===== config.mk =====
export PLATFORM = sky130hd
export DESIGN_NAME = mcfs_frame_slave
export DESIGN_NICKNAME = d
export VERILOG_FILES = /design/src/mcfs_pkg.sv /design/src/mcfs_fifo.sv /design/src/mcfs_frame_slave.sv
export SDC_FILE = /design/constraint.sdc
export NUM_CORES = 1
export LEC_CHECK = 0
export BUFFER_PORTS_ARGS = -buffer_cell sky130_fd_sc_hd__clkbuf_2
export CORE_MARGIN = 1.5
export CORE_UTILIZATION = 55
export CTS_CLUSTER_DIAMETER = 80
export CTS_CLUSTER_SIZE = 28
export DETAILED_ROUTE_END_ITERATION = 8
export PLACE_DENSITY = 0.78
export SYNTH_ARGS = -nofsm -noshare
export SYNTH_HDL_FRONTEND = slang
export SYNTH_SLANG_ARGS = --single-unit

===== constraint.sdc =====
create_clock -name clk -period 6.7 [get_ports clk]
set_input_delay 1.34 -clock clk [delete_from_list [all_inputs] [get_ports clk]]
set_output_delay 1.34 -clock clk [all_outputs]
set_load 0.005 [all_outputs]

===== src/mcfs_pkg.sv =====
// package of constants for the motion command frame slave
// assumes one 20 MHz clock; compiled before every design file of the block
package mcfs_pkg;
  // ------------------------------------------------------------
  // frame layout
  // ------------------------------------------------------------
  localparam int unsigned CORE_LEN   = 7;
  localparam int unsigned FRAME_LEN  = 9;
  localparam int unsigned VALUE_LEN  = 4;
  localparam logic [3:0]  IDX_ADDR   = 4'h0;
  localparam logic [3:0]  IDX_CMD    = 4'h1;
  localparam logic [3:0]  IDX_TYPE   = 4'h2;
  localparam logic [3:0]  IDX_BANK   = 4'h3;
  localparam logic [3:0]  IDX_VAL0   = 4'h4;
  localparam logic [3:0]  IDX_CSUM   = 4'h8;
  // ------------------------------------------------------------
  // status codes
  // ------------------------------------------------------------
  localparam logic [7:0] ST_OK       = 8'h64;
  localparam logic [7:0] ST_STORED   = 8'h65;
  localparam logic [7:0] ST_BAD_CSUM = 8'h01;
  localparam logic [7:0] ST_BAD_CMD  = 8'h02;
  localparam logic [7:0] ST_BAD_TYPE = 8'h03;
  localparam logic [7:0] ST_BAD_VAL  = 8'h04;
  localparam logic [7:0] ST_LOCKED   = 8'h05;
  localparam logic [7:0] ST_NA       = 8'h06;
  // ------------------------------------------------------------
  // reset values and buffer
  // ------------------------------------------------------------
  localparam logic [7:0] RST_BYTE    = 8'h00;
  localparam int unsigned FIFO_DEPTH = 32;
  localparam int unsigned FIFO_WIDTH = 8;

  typedef enum logic [2:0] {
    MCFS_RX   = 3'b000,
    MCFS_EXEC = 3'b001,
    MCFS_WAIT = 3'b011,
    MCFS_TX   = 3'b010,
    MCFS_DONE = 3'b110
  } mcfs_state_t;
endpackage


===== src/mcfs_fifo.sv =====
// synchronous flip-flop fifo with valid/ready on both sides
// assumes a single clock and asynchronous active-high reset
`timescale 1ns/1ps
module mcfs_fifo #(
  parameter int unsigned WIDTH = 8,
  parameter int unsigned DEPTH = 32
) (
  input  wire logic             clk,
  input  wire logic             rst,
  input  wire logic [WIDTH-1:0] in_data,
  input  wire logic             in_valid,
  output logic                  in_ready,
  output logic      [WIDTH-1:0] out_data,
  output logic                  out_valid,
  input  wire logic             out_ready
);
  localparam int unsigned AW = $clog2(DEPTH);
  logic [WIDTH-1:0] mem_r [DEPTH];
  logic [AW-1:0]    wr_r;
  logic [AW-1:0]    rd_r;
  logic [AW:0]      cnt_r;
  wire              push = in_valid && in_ready;
  wire              pop  = out_valid && out_ready;

  assign in_ready  = (cnt_r != (AW+1)'(DEPTH));
  assign out_valid = (cnt_r != '0);
  assign out_data  = mem_r[rd_r];

  always_ff @(posedge clk) begin
    if (push) begin
      mem_r[wr_r] <= in_data;
    end
  end

  always_ff @(posedge clk or posedge rst) begin
    if (rst) begin
      wr_r  <= '0;
      rd_r  <= '0;
      cnt_r <= '0;
    end else begin
      if (push) begin
        wr_r <= (wr_r == AW'(DEPTH-1)) ? '0 : wr_r + 1'b1;
      end
      if (pop) begin
        rd_r <= (rd_r == AW'(DEPTH-1)) ? '0 : rd_r + 1'b1;
      end
      cnt_r <= cnt_r + (AW+1)'(push) - (AW+1)'(pop);
    end
  end
endmodule


===== src/mcfs_frame_slave.sv =====
// command frame parser and reply engine of the motion module slave
// assumes bytes arrive from a link receiver as one-cycle strobes, and that an
// executor outside answers each command with a done pulse, status and value
//
// Behaviour
// - every received command gets exactly one reply, after execution completes or, on a bad checksum, without execution
// - bus driver enabled only while a reply is being sent
// - nothing is transmitted unless a command was received first
// - core command is seven bytes: command, type, bank, four value bytes
// - byte links add an address byte and checksum byte: nine bytes
// - order: address, command, type, bank, value msb first, checksum
// - checksum is modulo-256 sum of all preceding bytes
// - can link omits address and checksum; identifier is the address
// - reply: reply address, module address, status, command, value, checksum
// - reply checksum is modulo-256 sum of the other reply bytes
// - can replies omit address and checksum bytes
// - status 100 on success, 101 when stored into program memory
// - error statuses 1 to 6 passed back for the listed faults
// - commands may be stored into program memory for standalone running
`timescale 1ns/1ps
module mcfs_frame_slave #(
  parameter int unsigned FIFO_DEPTH = mcfs_pkg::FIFO_DEPTH
) (
  input  wire logic       clk,
  input  wire logic       rst,
  input  wire logic       can_mode,
  input  wire logic [7:0] module_addr,
  input  wire logic [7:0] reply_addr,
  input  wire logic       store_mode,
  input  wire logic [7:0] rx_byte,
  input  wire logic       rx_strobe,
  input  wire logic       rx_sof,
  output logic            cmd_valid,
  output logic      [7:0] cmd_number,
  output logic      [7:0] cmd_type,
  output logic      [7:0] cmd_bank,
  output logic     [31:0] cmd_value,
  output logic            cmd_store,
  input  wire logic       exec_done,
  input  wire logic [7:0] exec_status,
  input  wire logic [31:0] exec_value,
  output logic      [7:0] tx_byte,
  output logic            tx_valid,
  input  wire logic       tx_ready,
  output logic            tx_drive_en,
  output logic            frame_error
);
  // ------------------------------------------------------------
  // helpers
  // ------------------------------------------------------------
  function automatic logic [7:0] sum8(input logic [7:0] a, input logic [7:0] b);
    sum8 = a + b;
  endfunction

  function automatic logic [3:0] last_idx(input logic can);
    last_idx = can ? 4'(mcfs_pkg::CORE_LEN - 1) : 4'(mcfs_pkg::FRAME_LEN - 1);
  endfunction

  // can replies carry status, command and value only: no checksum slot
  function automatic logic [3:0] reply_last(input logic can);
    reply_last = can ? 4'(mcfs_pkg::VALUE_LEN + 1) : 4'(mcfs_pkg::FRAME_LEN - 1);
  endfunction

  // ------------------------------------------------------------
  // receive side
  // ------------------------------------------------------------
  mcfs_pkg::mcfs_state_t state_r;
  mcfs_pkg::mcfs_state_t state_nxt;
  logic [3:0]  rx_idx_r;
  logic [7:0]  rx_sum_r;
  logic [7:0]  f_cmd_r;
  logic [7:0]  f_type_r;
  logic [7:0]  f_bank_r;
  logic [31:0] f_val_r;
  logic        skip_r;
  logic [7:0]  r_status_r;
  logic [31:0] r_val_r;
  logic [3:0]  tx_idx_r;

  // a start-of-frame byte is itself byte 0, so index and sum restart under it
  wire [3:0] cur_idx   = rx_sof ? 4'h0 : rx_idx_r;
  wire [7:0] cur_sum   = rx_sof ? mcfs_pkg::RST_BYTE : rx_sum_r;
  // in can mode the first byte is the command, so shift the index by one
  wire [3:0] eff_idx   = can_mode ? cur_idx + 4'h1 : cur_idx;
  // a frame for another node is skipped up to the next start of frame
  wire       rx_take   = rx_strobe && (state_r == mcfs_pkg::MCFS_RX) && (rx_sof || !skip_r);
  wire       rx_last   = rx_take && (cur_idx == last_idx(can_mode));
  wire       csum_ok   = can_mode || (rx_byte == cur_sum);
  wire       addr_hit  = can_mode || (eff_idx != mcfs_pkg::IDX_ADDR) ||
                         (rx_byte == module_addr);

  // ------------------------------------------------------------
  // reply buffer fill side
  // ------------------------------------------------------------
  logic [7:0] fill_byte;
  logic [7:0] fill_sum_r;
  wire        fill_ready;
  wire        fill_valid = (state_r == mcfs_pkg::MCFS_TX);
  wire        fill_last  = (tx_idx_r == reply_last(can_mode));
  wire        fill_go    = fill_valid && fill_ready;
  wire [3:0]  tx_eff     = can_mode ? tx_idx_r + 4'h2 : tx_idx_r;

  always_comb begin
    case (tx_eff)
      4'h0:    fill_byte = reply_addr;
      4'h1:    fill_byte = module_addr;
      4'h2:    fill_byte = r_status_r;
      4'h3:    fill_byte = f_cmd_r;
      4'h4:    fill_byte = r_val_r[31:24];
      4'h5:    fill_byte = r_val_r[23:16];
      4'h6:    fill_byte = r_val_r[15:8];
      4'h7:    fill_byte = r_val_r[7:0];
      4'h8:    fill_byte = fill_sum_r;
      default: fill_byte = mcfs_pkg::RST_BYTE;
    endcase
  end

  // ------------------------------------------------------------
  // sequence
  // ------------------------------------------------------------
  always_comb begin
    state_nxt = state_r;
    case (state_r)
      mcfs_pkg::MCFS_RX:   if (rx_last) begin
                             state_nxt = csum_ok ? mcfs_pkg::MCFS_EXEC
                                                 : mcfs_pkg::MCFS_TX;
                           end
      mcfs_pkg::MCFS_EXEC: state_nxt = mcfs_pkg::MCFS_WAIT;
      mcfs_pkg::MCFS_WAIT: if (exec_done) begin
                             state_nxt = mcfs_pkg::MCFS_TX;
                           end
      mcfs_pkg::MCFS_TX:   if (fill_go && fill_last) begin
                             state_nxt = mcfs_pkg::MCFS_DONE;
                           end
      mcfs_pkg::MCFS_DONE: if (!tx_valid && !tx_drive_en) begin
                             state_nxt = mcfs_pkg::MCFS_RX;
                           end
      default:             state_nxt = mcfs_pkg::MCFS_RX;
    endcase
  end

  always_ff @(posedge clk or posedge rst) begin
    if (rst) begin
      state_r    <= mcfs_pkg::MCFS_RX;
      rx_idx_r   <= '0;
      rx_sum_r   <= mcfs_pkg::RST_BYTE;
      f_cmd_r    <= mcfs_pkg::RST_BYTE;
      f_type_r   <= mcfs_pkg::RST_BYTE;
      f_bank_r   <= mcfs_pkg::RST_BYTE;
      f_val_r    <= '0;
      skip_r     <= 1'b0;
      frame_error <= 1'b0;
    end else begin
      state_r     <= state_nxt;
      frame_error <= 1'b0;
      if (rx_take) begin
        skip_r <= !addr_hit;
        if (!addr_hit) begin
          rx_idx_r <= '0; // frame for another node: wait for next start
        end else if (rx_last) begin
          rx_idx_r    <= '0;
          rx_sum_r    <= mcfs_pkg::RST_BYTE;
          frame_error <= !csum_ok;
        end else begin
          rx_idx_r <= cur_idx + 4'h1;
          rx_sum_r <= sum8(cur_sum, rx_byte);
        end
        case (eff_idx)
          mcfs_pkg::IDX_CMD:  f_cmd_r  <= rx_byte;
          mcfs_pkg::IDX_TYPE: f_type_r <= rx_byte;
          mcfs_pkg::IDX_BANK: f_bank_r <= rx_byte;
          4'h4, 4'h5, 4'h6, 4'h7: f_val_r <= {f_val_r[23:0], rx_byte};
          default: ;
        endcase
      end
    end
  end

  // ------------------------------------------------------------
  // execution request and reply capture
  // ------------------------------------------------------------
  always_ff @(posedge clk or posedge rst) begin
    if (rst) begin
      cmd_valid  <= 1'b0;
      cmd_number <= mcfs_pkg::RST_BYTE;
      cmd_type   <= mcfs_pkg::RST_BYTE;
      cmd_bank   <= mcfs_pkg::RST_BYTE;
      cmd_value  <= '0;
      cmd_store  <= 1'b0;
      r_status_r <= mcfs_pkg::RST_BYTE;
      r_val_r    <= '0;
    end else begin
      cmd_valid <= (state_r == mcfs_pkg::MCFS_EXEC);
      if (state_r == mcfs_pkg::MCFS_EXEC) begin
        cmd_number <= f_cmd_r;
        cmd_type   <= f_type_r;
        cmd_bank   <= f_bank_r;
        cmd_value  <= f_val_r;
        cmd_store  <= store_mode;
      end
      if (rx_last && !csum_ok) begin
        r_status_r <= mcfs_pkg::ST_BAD_CSUM;
        r_val_r    <= '0;
      end else if (state_r == mcfs_pkg::MCFS_WAIT && exec_done) begin
        // stored commands answer 101 when the executor reports 100, else executor status
        r_status_r <= (cmd_store && exec_status == mcfs_pkg::ST_OK) ?
                      mcfs_pkg::ST_STORED : exec_status;
        r_val_r    <= exec_value;
      end
    end
  end

  // ------------------------------------------------------------
  // reply generation into the buffer
  // ------------------------------------------------------------
  always_ff @(posedge clk or posedge rst) begin
    if (rst) begin
      tx_idx_r   <= '0;
      fill_sum_r <= mcfs_pkg::RST_BYTE;
    end else if (state_r != mcfs_pkg::MCFS_TX) begin
      tx_idx_r   <= '0;
      fill_sum_r <= mcfs_pkg::RST_BYTE;
    end else if (fill_go) begin
      tx_idx_r   <= tx_idx_r + 4'h1;
      fill_sum_r <= sum8(fill_sum_r, fill_byte);
    end
  end

  logic [7:0] buf_data;
  logic       buf_valid;
  wire        buf_pop = buf_valid && (!tx_valid || tx_ready);

  mcfs_fifo #(
    .WIDTH (mcfs_pkg::FIFO_WIDTH),
    .DEPTH (FIFO_DEPTH)
  ) u_reply_fifo (
    .clk       (clk),
    .rst       (rst),
    .in_data   (fill_byte),
    .in_valid  (fill_valid),
    .in_ready  (fill_ready),
    .out_data  (buf_data),
    .out_valid (buf_valid),
    .out_ready (!tx_valid || tx_ready)
  );

  // driver enabled only while reply bytes are pending
  always_ff @(posedge clk or posedge rst) begin
    if (rst) begin
      tx_byte     <= mcfs_pkg::RST_BYTE;
      tx_valid    <= 1'b0;
      tx_drive_en <= 1'b0;
    end else begin
      if (buf_pop) begin
        tx_byte  <= buf_data;
        tx_valid <= 1'b1;
      end else if (tx_ready) begin
        tx_valid <= 1'b0;
      end
      tx_drive_en <= buf_pop || (tx_valid && !tx_ready) || buf_valid;
    end
  end

  // ------------------------------------------------------------
  // checks
  // ------------------------------------------------------------
  reply_after_exec_a: assert property (@(posedge clk) disable iff (rst)
    (state_r == mcfs_pkg::MCFS_WAIT && exec_done) |=> state_r == mcfs_pkg::MCFS_TX)
    else $error("reply not started after execution");
  tx_needs_drive_a: assert property (@(posedge clk) disable iff (rst)
    tx_valid |-> tx_drive_en)
    else $error("byte offered without bus drive");
  quiet_idle_a: assert property (@(posedge clk) disable iff (rst)
    (state_r == mcfs_pkg::MCFS_RX && !buf_valid && !tx_valid) |=> !tx_valid)
    else $error("transmission without command");
  idle_no_drive_a: assert property (@(posedge clk) disable iff (rst)
    (state_r == mcfs_pkg::MCFS_RX && !buf_valid && !tx_valid) |-> !tx_drive_en)
    else $error("bus driven while idle");
  bad_csum_skip_a: assert property (@(posedge clk) disable iff (rst)
    (rx_last && !csum_ok) |=> state_r == mcfs_pkg::MCFS_TX ##1 !cmd_valid)
    else $error("bad checksum frame executed");
  bad_csum_code_a: assert property (@(posedge clk) disable iff (rst)
    (rx_last && !csum_ok) |=> r_status_r == mcfs_pkg::ST_BAD_CSUM)
    else $error("wrong status for bad checksum");
  stored_code_a: assert property (@(posedge clk) disable iff (rst)
    (state_r == mcfs_pkg::MCFS_WAIT && exec_done && cmd_store &&
     exec_status == mcfs_pkg::ST_OK) |=> r_status_r == mcfs_pkg::ST_STORED)
    else $error("stored command not answered 101");
  one_exec_a: assert property (@(posedge clk) disable iff (rst)
    cmd_valid |=> !cmd_valid)
    else $error("command issued twice");
  reply_len_a: assert property (@(posedge clk) disable iff (rst)
    (fill_go && fill_last) |->
    tx_eff == (can_mode ? mcfs_pkg::IDX_VAL0 + 4'h3 : mcfs_pkg::IDX_CSUM))
    else $error("reply length wrong");
  csum_last_a: assert property (@(posedge clk) disable iff (rst)
    (fill_go && tx_eff == mcfs_pkg::IDX_CSUM) |->
    fill_byte == 8'(reply_addr + module_addr + r_status_r + f_cmd_r + r_val_r[31:24] +
                    r_val_r[23:16] + r_val_r[15:8] + r_val_r[7:0]))
    else $error("reply checksum wrong");
endmodule


==> results.txt <==
The number of rows in the core area came out at 69. The number of antenna violations at the first check in global routing is 0. The final design instance area without fill came out at 21800 um^2. The part of the power in the clock network came out at 25.3%. The DRC violations left came out at 0.

The worst slack after detailed placement came out at about 850 ps. The setup TNS is 0 ps. The all-layer global routing usage came out at 22.3%. The area of the core region is about 36000 um^2. The internal portion of total power is 4.49 mW. The number of gates resized after cts came out at 0. The cell count after synthesis came out at 1329. The clock-pin slew of the registers on the worst-case setup and hold paths is 100 ps. The effective utilization at floorplan is 56.3%. The part of the total power dissipated in combinational logic is 19.1%. The layout cell share with drive strength beyond 1 is ~31%. The count of pins over their slew limit came out at 0.

The reported max-cap violation count is 0. The vertical extent of the die came out at just under 200 um. In the final design database the tool counted 1542 nets. The number of buffers between clock root and the deepest sink is 3. The vias per cell came out at 5.97. The endpoint required time on the critical path came out at 7180 ps. The worst-margin pin slew came out at 1330 ps.

For this design the total switching power over the nets is 1.69 mW. The count of distinct cell types in the synthesized netlist came out at 73. The HPWL after detailed placement is approximately 27 mm. The placement-stage cell area came out at approximately 21000 um^2. The starting DRC count in detailed routing came out at roughly 1.1k.

The maximum clock frequency came out at between 150 and 200 MHz. Counting flops and latches in the post-synthesis netlist gives roughly 470. The clock arrives with 26.9 ps of skew. TritonCTS built the clock tree. Sequential cells account for a little under three fifths of the total power. The first-pass GRT wire length is around 66 mm. Setup repair after global routing left no endpoint under its margin. The type of the worst setup path is in -> reg.

The number of ports placed on the die boundary is 141. The worst hold slack after final layout is just under 500 ps. Data arrives at the worst endpoint at 5740 ps. The async set or reset register ratio after synthesis is 44.9%. The post-synth design cell area came out at ~20000 um^2. The number of hold buffers added after cts is 0. The sequential area share after synthesis came out at about 64%.

The largest net degree at the start of global routing is 196. The layout overhead on the synthesized area came out at 8.33%. The clock network latency to the later pin of the worst-skew pair came out at approximately 560 ps.

The worst hold path belongs to the class reg -> reg. The time the final worst path needs with I/O delays and setup is between 5000 and 6000 ps. The detail route stage leaves a number of antenna-violating nets equal to 0. Wires add up to 41.7 mm. The total CTS buffers came out at 21.

The switching part of the total came out at 27.3%. Setup violations remaining at the end of the flow were counted as 0. The maximum vdd drop is 0.256 mV. In this run the power density over the cells is ~280 nW/um^2.

The via count of the first global-routing pass is ~12k. The mean routed wirelength per cell came out at 21.8 um. The number of levels in the clock H-tree came out at 1. At the end of routability-driven placement, the weighted congestion stood at 0.897. The flow ran to the end, and the final reports show no timing, DRC or antenna violations. The number of clock sinks is 465. The post-route fraction of the period consumed by the critical path came out at 78.5%. The number of synthesized flops with an enable pin came out at 256. Along the worst path, the maximum fanout reaches 33. The number of search-and-repair iterations in the first detailed-routing pass is 5. The root buffer cell is sky130_fd_sc_hd__clkbuf_16. Fill cells in the final layout number 2636.

The mean post-synth cell area came out at 15.2 um^2. The final worst setup slack is 1440 ps. The number of nets handed over by synthesis was 1437.

0 antenna diodes ended up in the layout. The tightest slew margin relative to the limit came out at between 10% and 20%. The hold violation count in the final report came out at 0. The number of warnings printed during yosys synthesis came out at 0.

The overall via count from detail_route is 11.4k. STA classifies the critical path startpoint as a primary input. The floorplan die area is approximately 38000 um^2.

The count of port buffers added during placement came out at between 100 and 150. The total setup buffers inserted after CTS is 0. After global routing the overflow that remains totals 0. The most used flip-flop cell after synthesis is sky130_fd_sc_hd__edfxtp_1. The analysis attributes to cell leakage a power of 8.74 nW. Measured along the x axis, the die boundary spans 194 um.

The worst setup path is captured at a flip-flop.
## cell usage after synthesis (9+ instances only)
cell / number / area (um^2)
sky130_fd_sc_hd__mux2i_1: 18 / 180
sky130_fd_sc_hd__clkbuf_1: 34 / 128
sky130_fd_sc_hd__xnor2_1: 20 / 175
sky130_fd_sc_hd__nor2b_1: 11 / 68.8
sky130_fd_sc_hd__a21oi_2: 39 / 342
sky130_fd_sc_hd__ha_1: 33 / 413
sky130_fd_sc_hd__buf_2: 16 / 80.1
sky130_fd_sc_hd__nand2_1: 135 / 507
sky130_fd_sc_hd__a31oi_1: 9 / 56.3
sky130_fd_sc_hd__mux4_2: 81 / 1820
sky130_fd_sc_hd__nand3_1: 21 / 105
sky130_fd_sc_hd__a21oi_1: 44 / 220
sky130_fd_sc_hd__edfxtp_1: 256 / 7690
sky130_fd_sc_hd__o21ai_0: 20 / 100
sky130_fd_sc_hd__dfrtp_1: 209 / 5230
sky130_fd_sc_hd__xor2_1: 10 / 87.6
sky130_fd_sc_hd__nand2b_1: 12 / 75.1
sky130_fd_sc_hd__mux2_2: 118 / 1330
sky130_fd_sc_hd__nor2_1: 73 / 274
sky130_fd_sc_hd__inv_1: 29 / 109
## cells in the final DEF, fill, tap and decap left out, types with 5 or more instances in the layout
cell type,synthesis,layout
sky130_fd_sc_hd__and2_1,5,5
sky130_fd_sc_hd__nor2b_1,11,11
sky130_fd_sc_hd__mux4_2,81,81
sky130_fd_sc_hd__clkbuf_1,34,6
sky130_fd_sc_hd__a22o_1,6,6
sky130_fd_sc_hd__o21ai_0,20,20
sky130_fd_sc_hd__buf_4,2,9
sky130_fd_sc_hd__ha_1,33,33
sky130_fd_sc_hd__a21oi_1,44,43
sky130_fd_sc_hd__a21oi_2,39,40
sky130_fd_sc_hd__nor2_1,73,71
sky130_fd_sc_hd__a31oi_1,9,9
sky130_fd_sc_hd__xor2_1,10,10
sky130_fd_sc_hd__mux2i_1,18,18
sky130_fd_sc_hd__dfrtp_1,209,207
sky130_fd_sc_hd__clkbuf_2,0,140
sky130_fd_sc_hd__clkbuf_16,0,22
sky130_fd_sc_hd__nand2b_1,12,12
sky130_fd_sc_hd__inv_1,29,28
sky130_fd_sc_hd__xnor2_1,20,20
sky130_fd_sc_hd__edfxtp_1,256,256
sky130_fd_sc_hd__nand4_1,6,6
sky130_fd_sc_hd__o31ai_1,6,6
sky130_fd_sc_hd__o22ai_1,7,7
sky130_fd_sc_hd__nor3_1,7,7
sky130_fd_sc_hd__a22oi_1,7,7
sky130_fd_sc_hd__mux2_2,118,118
sky130_fd_sc_hd__nand2_1,135,135
sky130_fd_sc_hd__nand3_1,21,21
## area by class of cell
type	count	area (um^2)	area share (%)
Timing Repair Buffer	150	788	3.61
Multi-Input combinational cell	764	6750	30.9
Clock buffer	29	587	2.69
Clock inverter	8	91.3	0.418
Sequential cell	465	12900	59.2
Tap cell	461	577	2.64
Inverter	32	124	0.567
## metrics by stage
| stage | utilization [%] | std cells | power, mW |
|---|---|---|---|
| floorplan | - | 1329 | 4.31 |
| global placement | 59.1 | 1872 | 4.64 |
| detailed placement | 59.1 | 1872 | 4.69 |
| CTS | 61.0 | 1909 | 6.22 |
| global route | 61.0 | 1909 | 6.44 |
| finish | 61.0 | 1909 | 6.17 |
## per-layer routing
metal	share of wire (%)	global-route usage, %	vias to the layer above
li1	-	-	5148
met1	42	31.2	5854
met2	50	37.4	329
met3	5.1	2.86	64
met4	2.3	5.93	0
met5	0	0	-
## worst paths after layout
kind / to / slack (ps) / cells after the start / from
hold / removal: rx_sum_r[6] / 490 / 2 / rx_sum_r[6]
setup / recovery: fill_sum_r[7] / 1440 / 13 / can_mode
min in group asynchronous: tx_byte[0] / 780 / 2 / rst
max in group asynchronous: fill_sum_r[0] / 4610 / 3 / rst
hold reg to reg: rx_sum_r[6] / 490 / 2 / rx_sum_r[6]
setup reg to reg: fill_sum_r[7] / 1850 / 13 / tx_idx_r[1]
## power groups by stage
stage | clock (mW) | sequential, mW | combinational (mW)
after detailed placement | 0 | 3.50 | 1.19
after floorplan | 0 | 3.30 | 1.01
after global routing | 1.69 | 3.46 | 1.29
final | 1.56 | 3.43 | 1.18
after CTS | 1.59 | 3.44 | 1.19
after global placement | 0 | 3.49 | 1.15
## worst max-delay path: stages
cell                        delay (ps)
sky130_fd_sc_hd__clkbuf_2          410
sky130_fd_sc_hd__nand2_1           210
sky130_fd_sc_hd__xor2_1            720
sky130_fd_sc_hd__mux2i_1           200
sky130_fd_sc_hd__o22ai_1           160
sky130_fd_sc_hd__a311o_1          1030
sky130_fd_sc_hd__ha_1              420
sky130_fd_sc_hd__inv_1              90
sky130_fd_sc_hd__nor2_1             60
sky130_fd_sc_hd__a2111oi_0         570
sky130_fd_sc_hd__o31ai_1           160
sky130_fd_sc_hd__mux2i_1           180
sky130_fd_sc_hd__mux2i_1           190
## cell families after synthesis
kind of cell,Yosys count,synth area share [%]
fa+ha+maj,36,2.35
mux,218,16.6
xor+xnor,30,1.30
buf+inv,100,2.55
flops,465,64.1
simple gates,309,7.17
compound gates,171,5.98
## registers in the layout, summed over array words and instances, names as in the netlist, 3 cells and up
name	cells
u_reply_fifo.mem_r	256
cmd_type	8
u_reply_fifo.wr_r	5
cmd_number	8
rx_idx_r	4
r_val_r	32
rx_sum_r	8
f_cmd_r	8
cmd_value	32
f_type_r	8
f_bank_r	8
f_val_r	32
r_status_r	8
tx_byte	8
u_reply_fifo.cnt_r	6
u_reply_fifo.rd_r	5
tx_idx_r	4
fill_sum_r	8
cmd_bank	8
state_r	3
(Power assumes the default switching activity.)
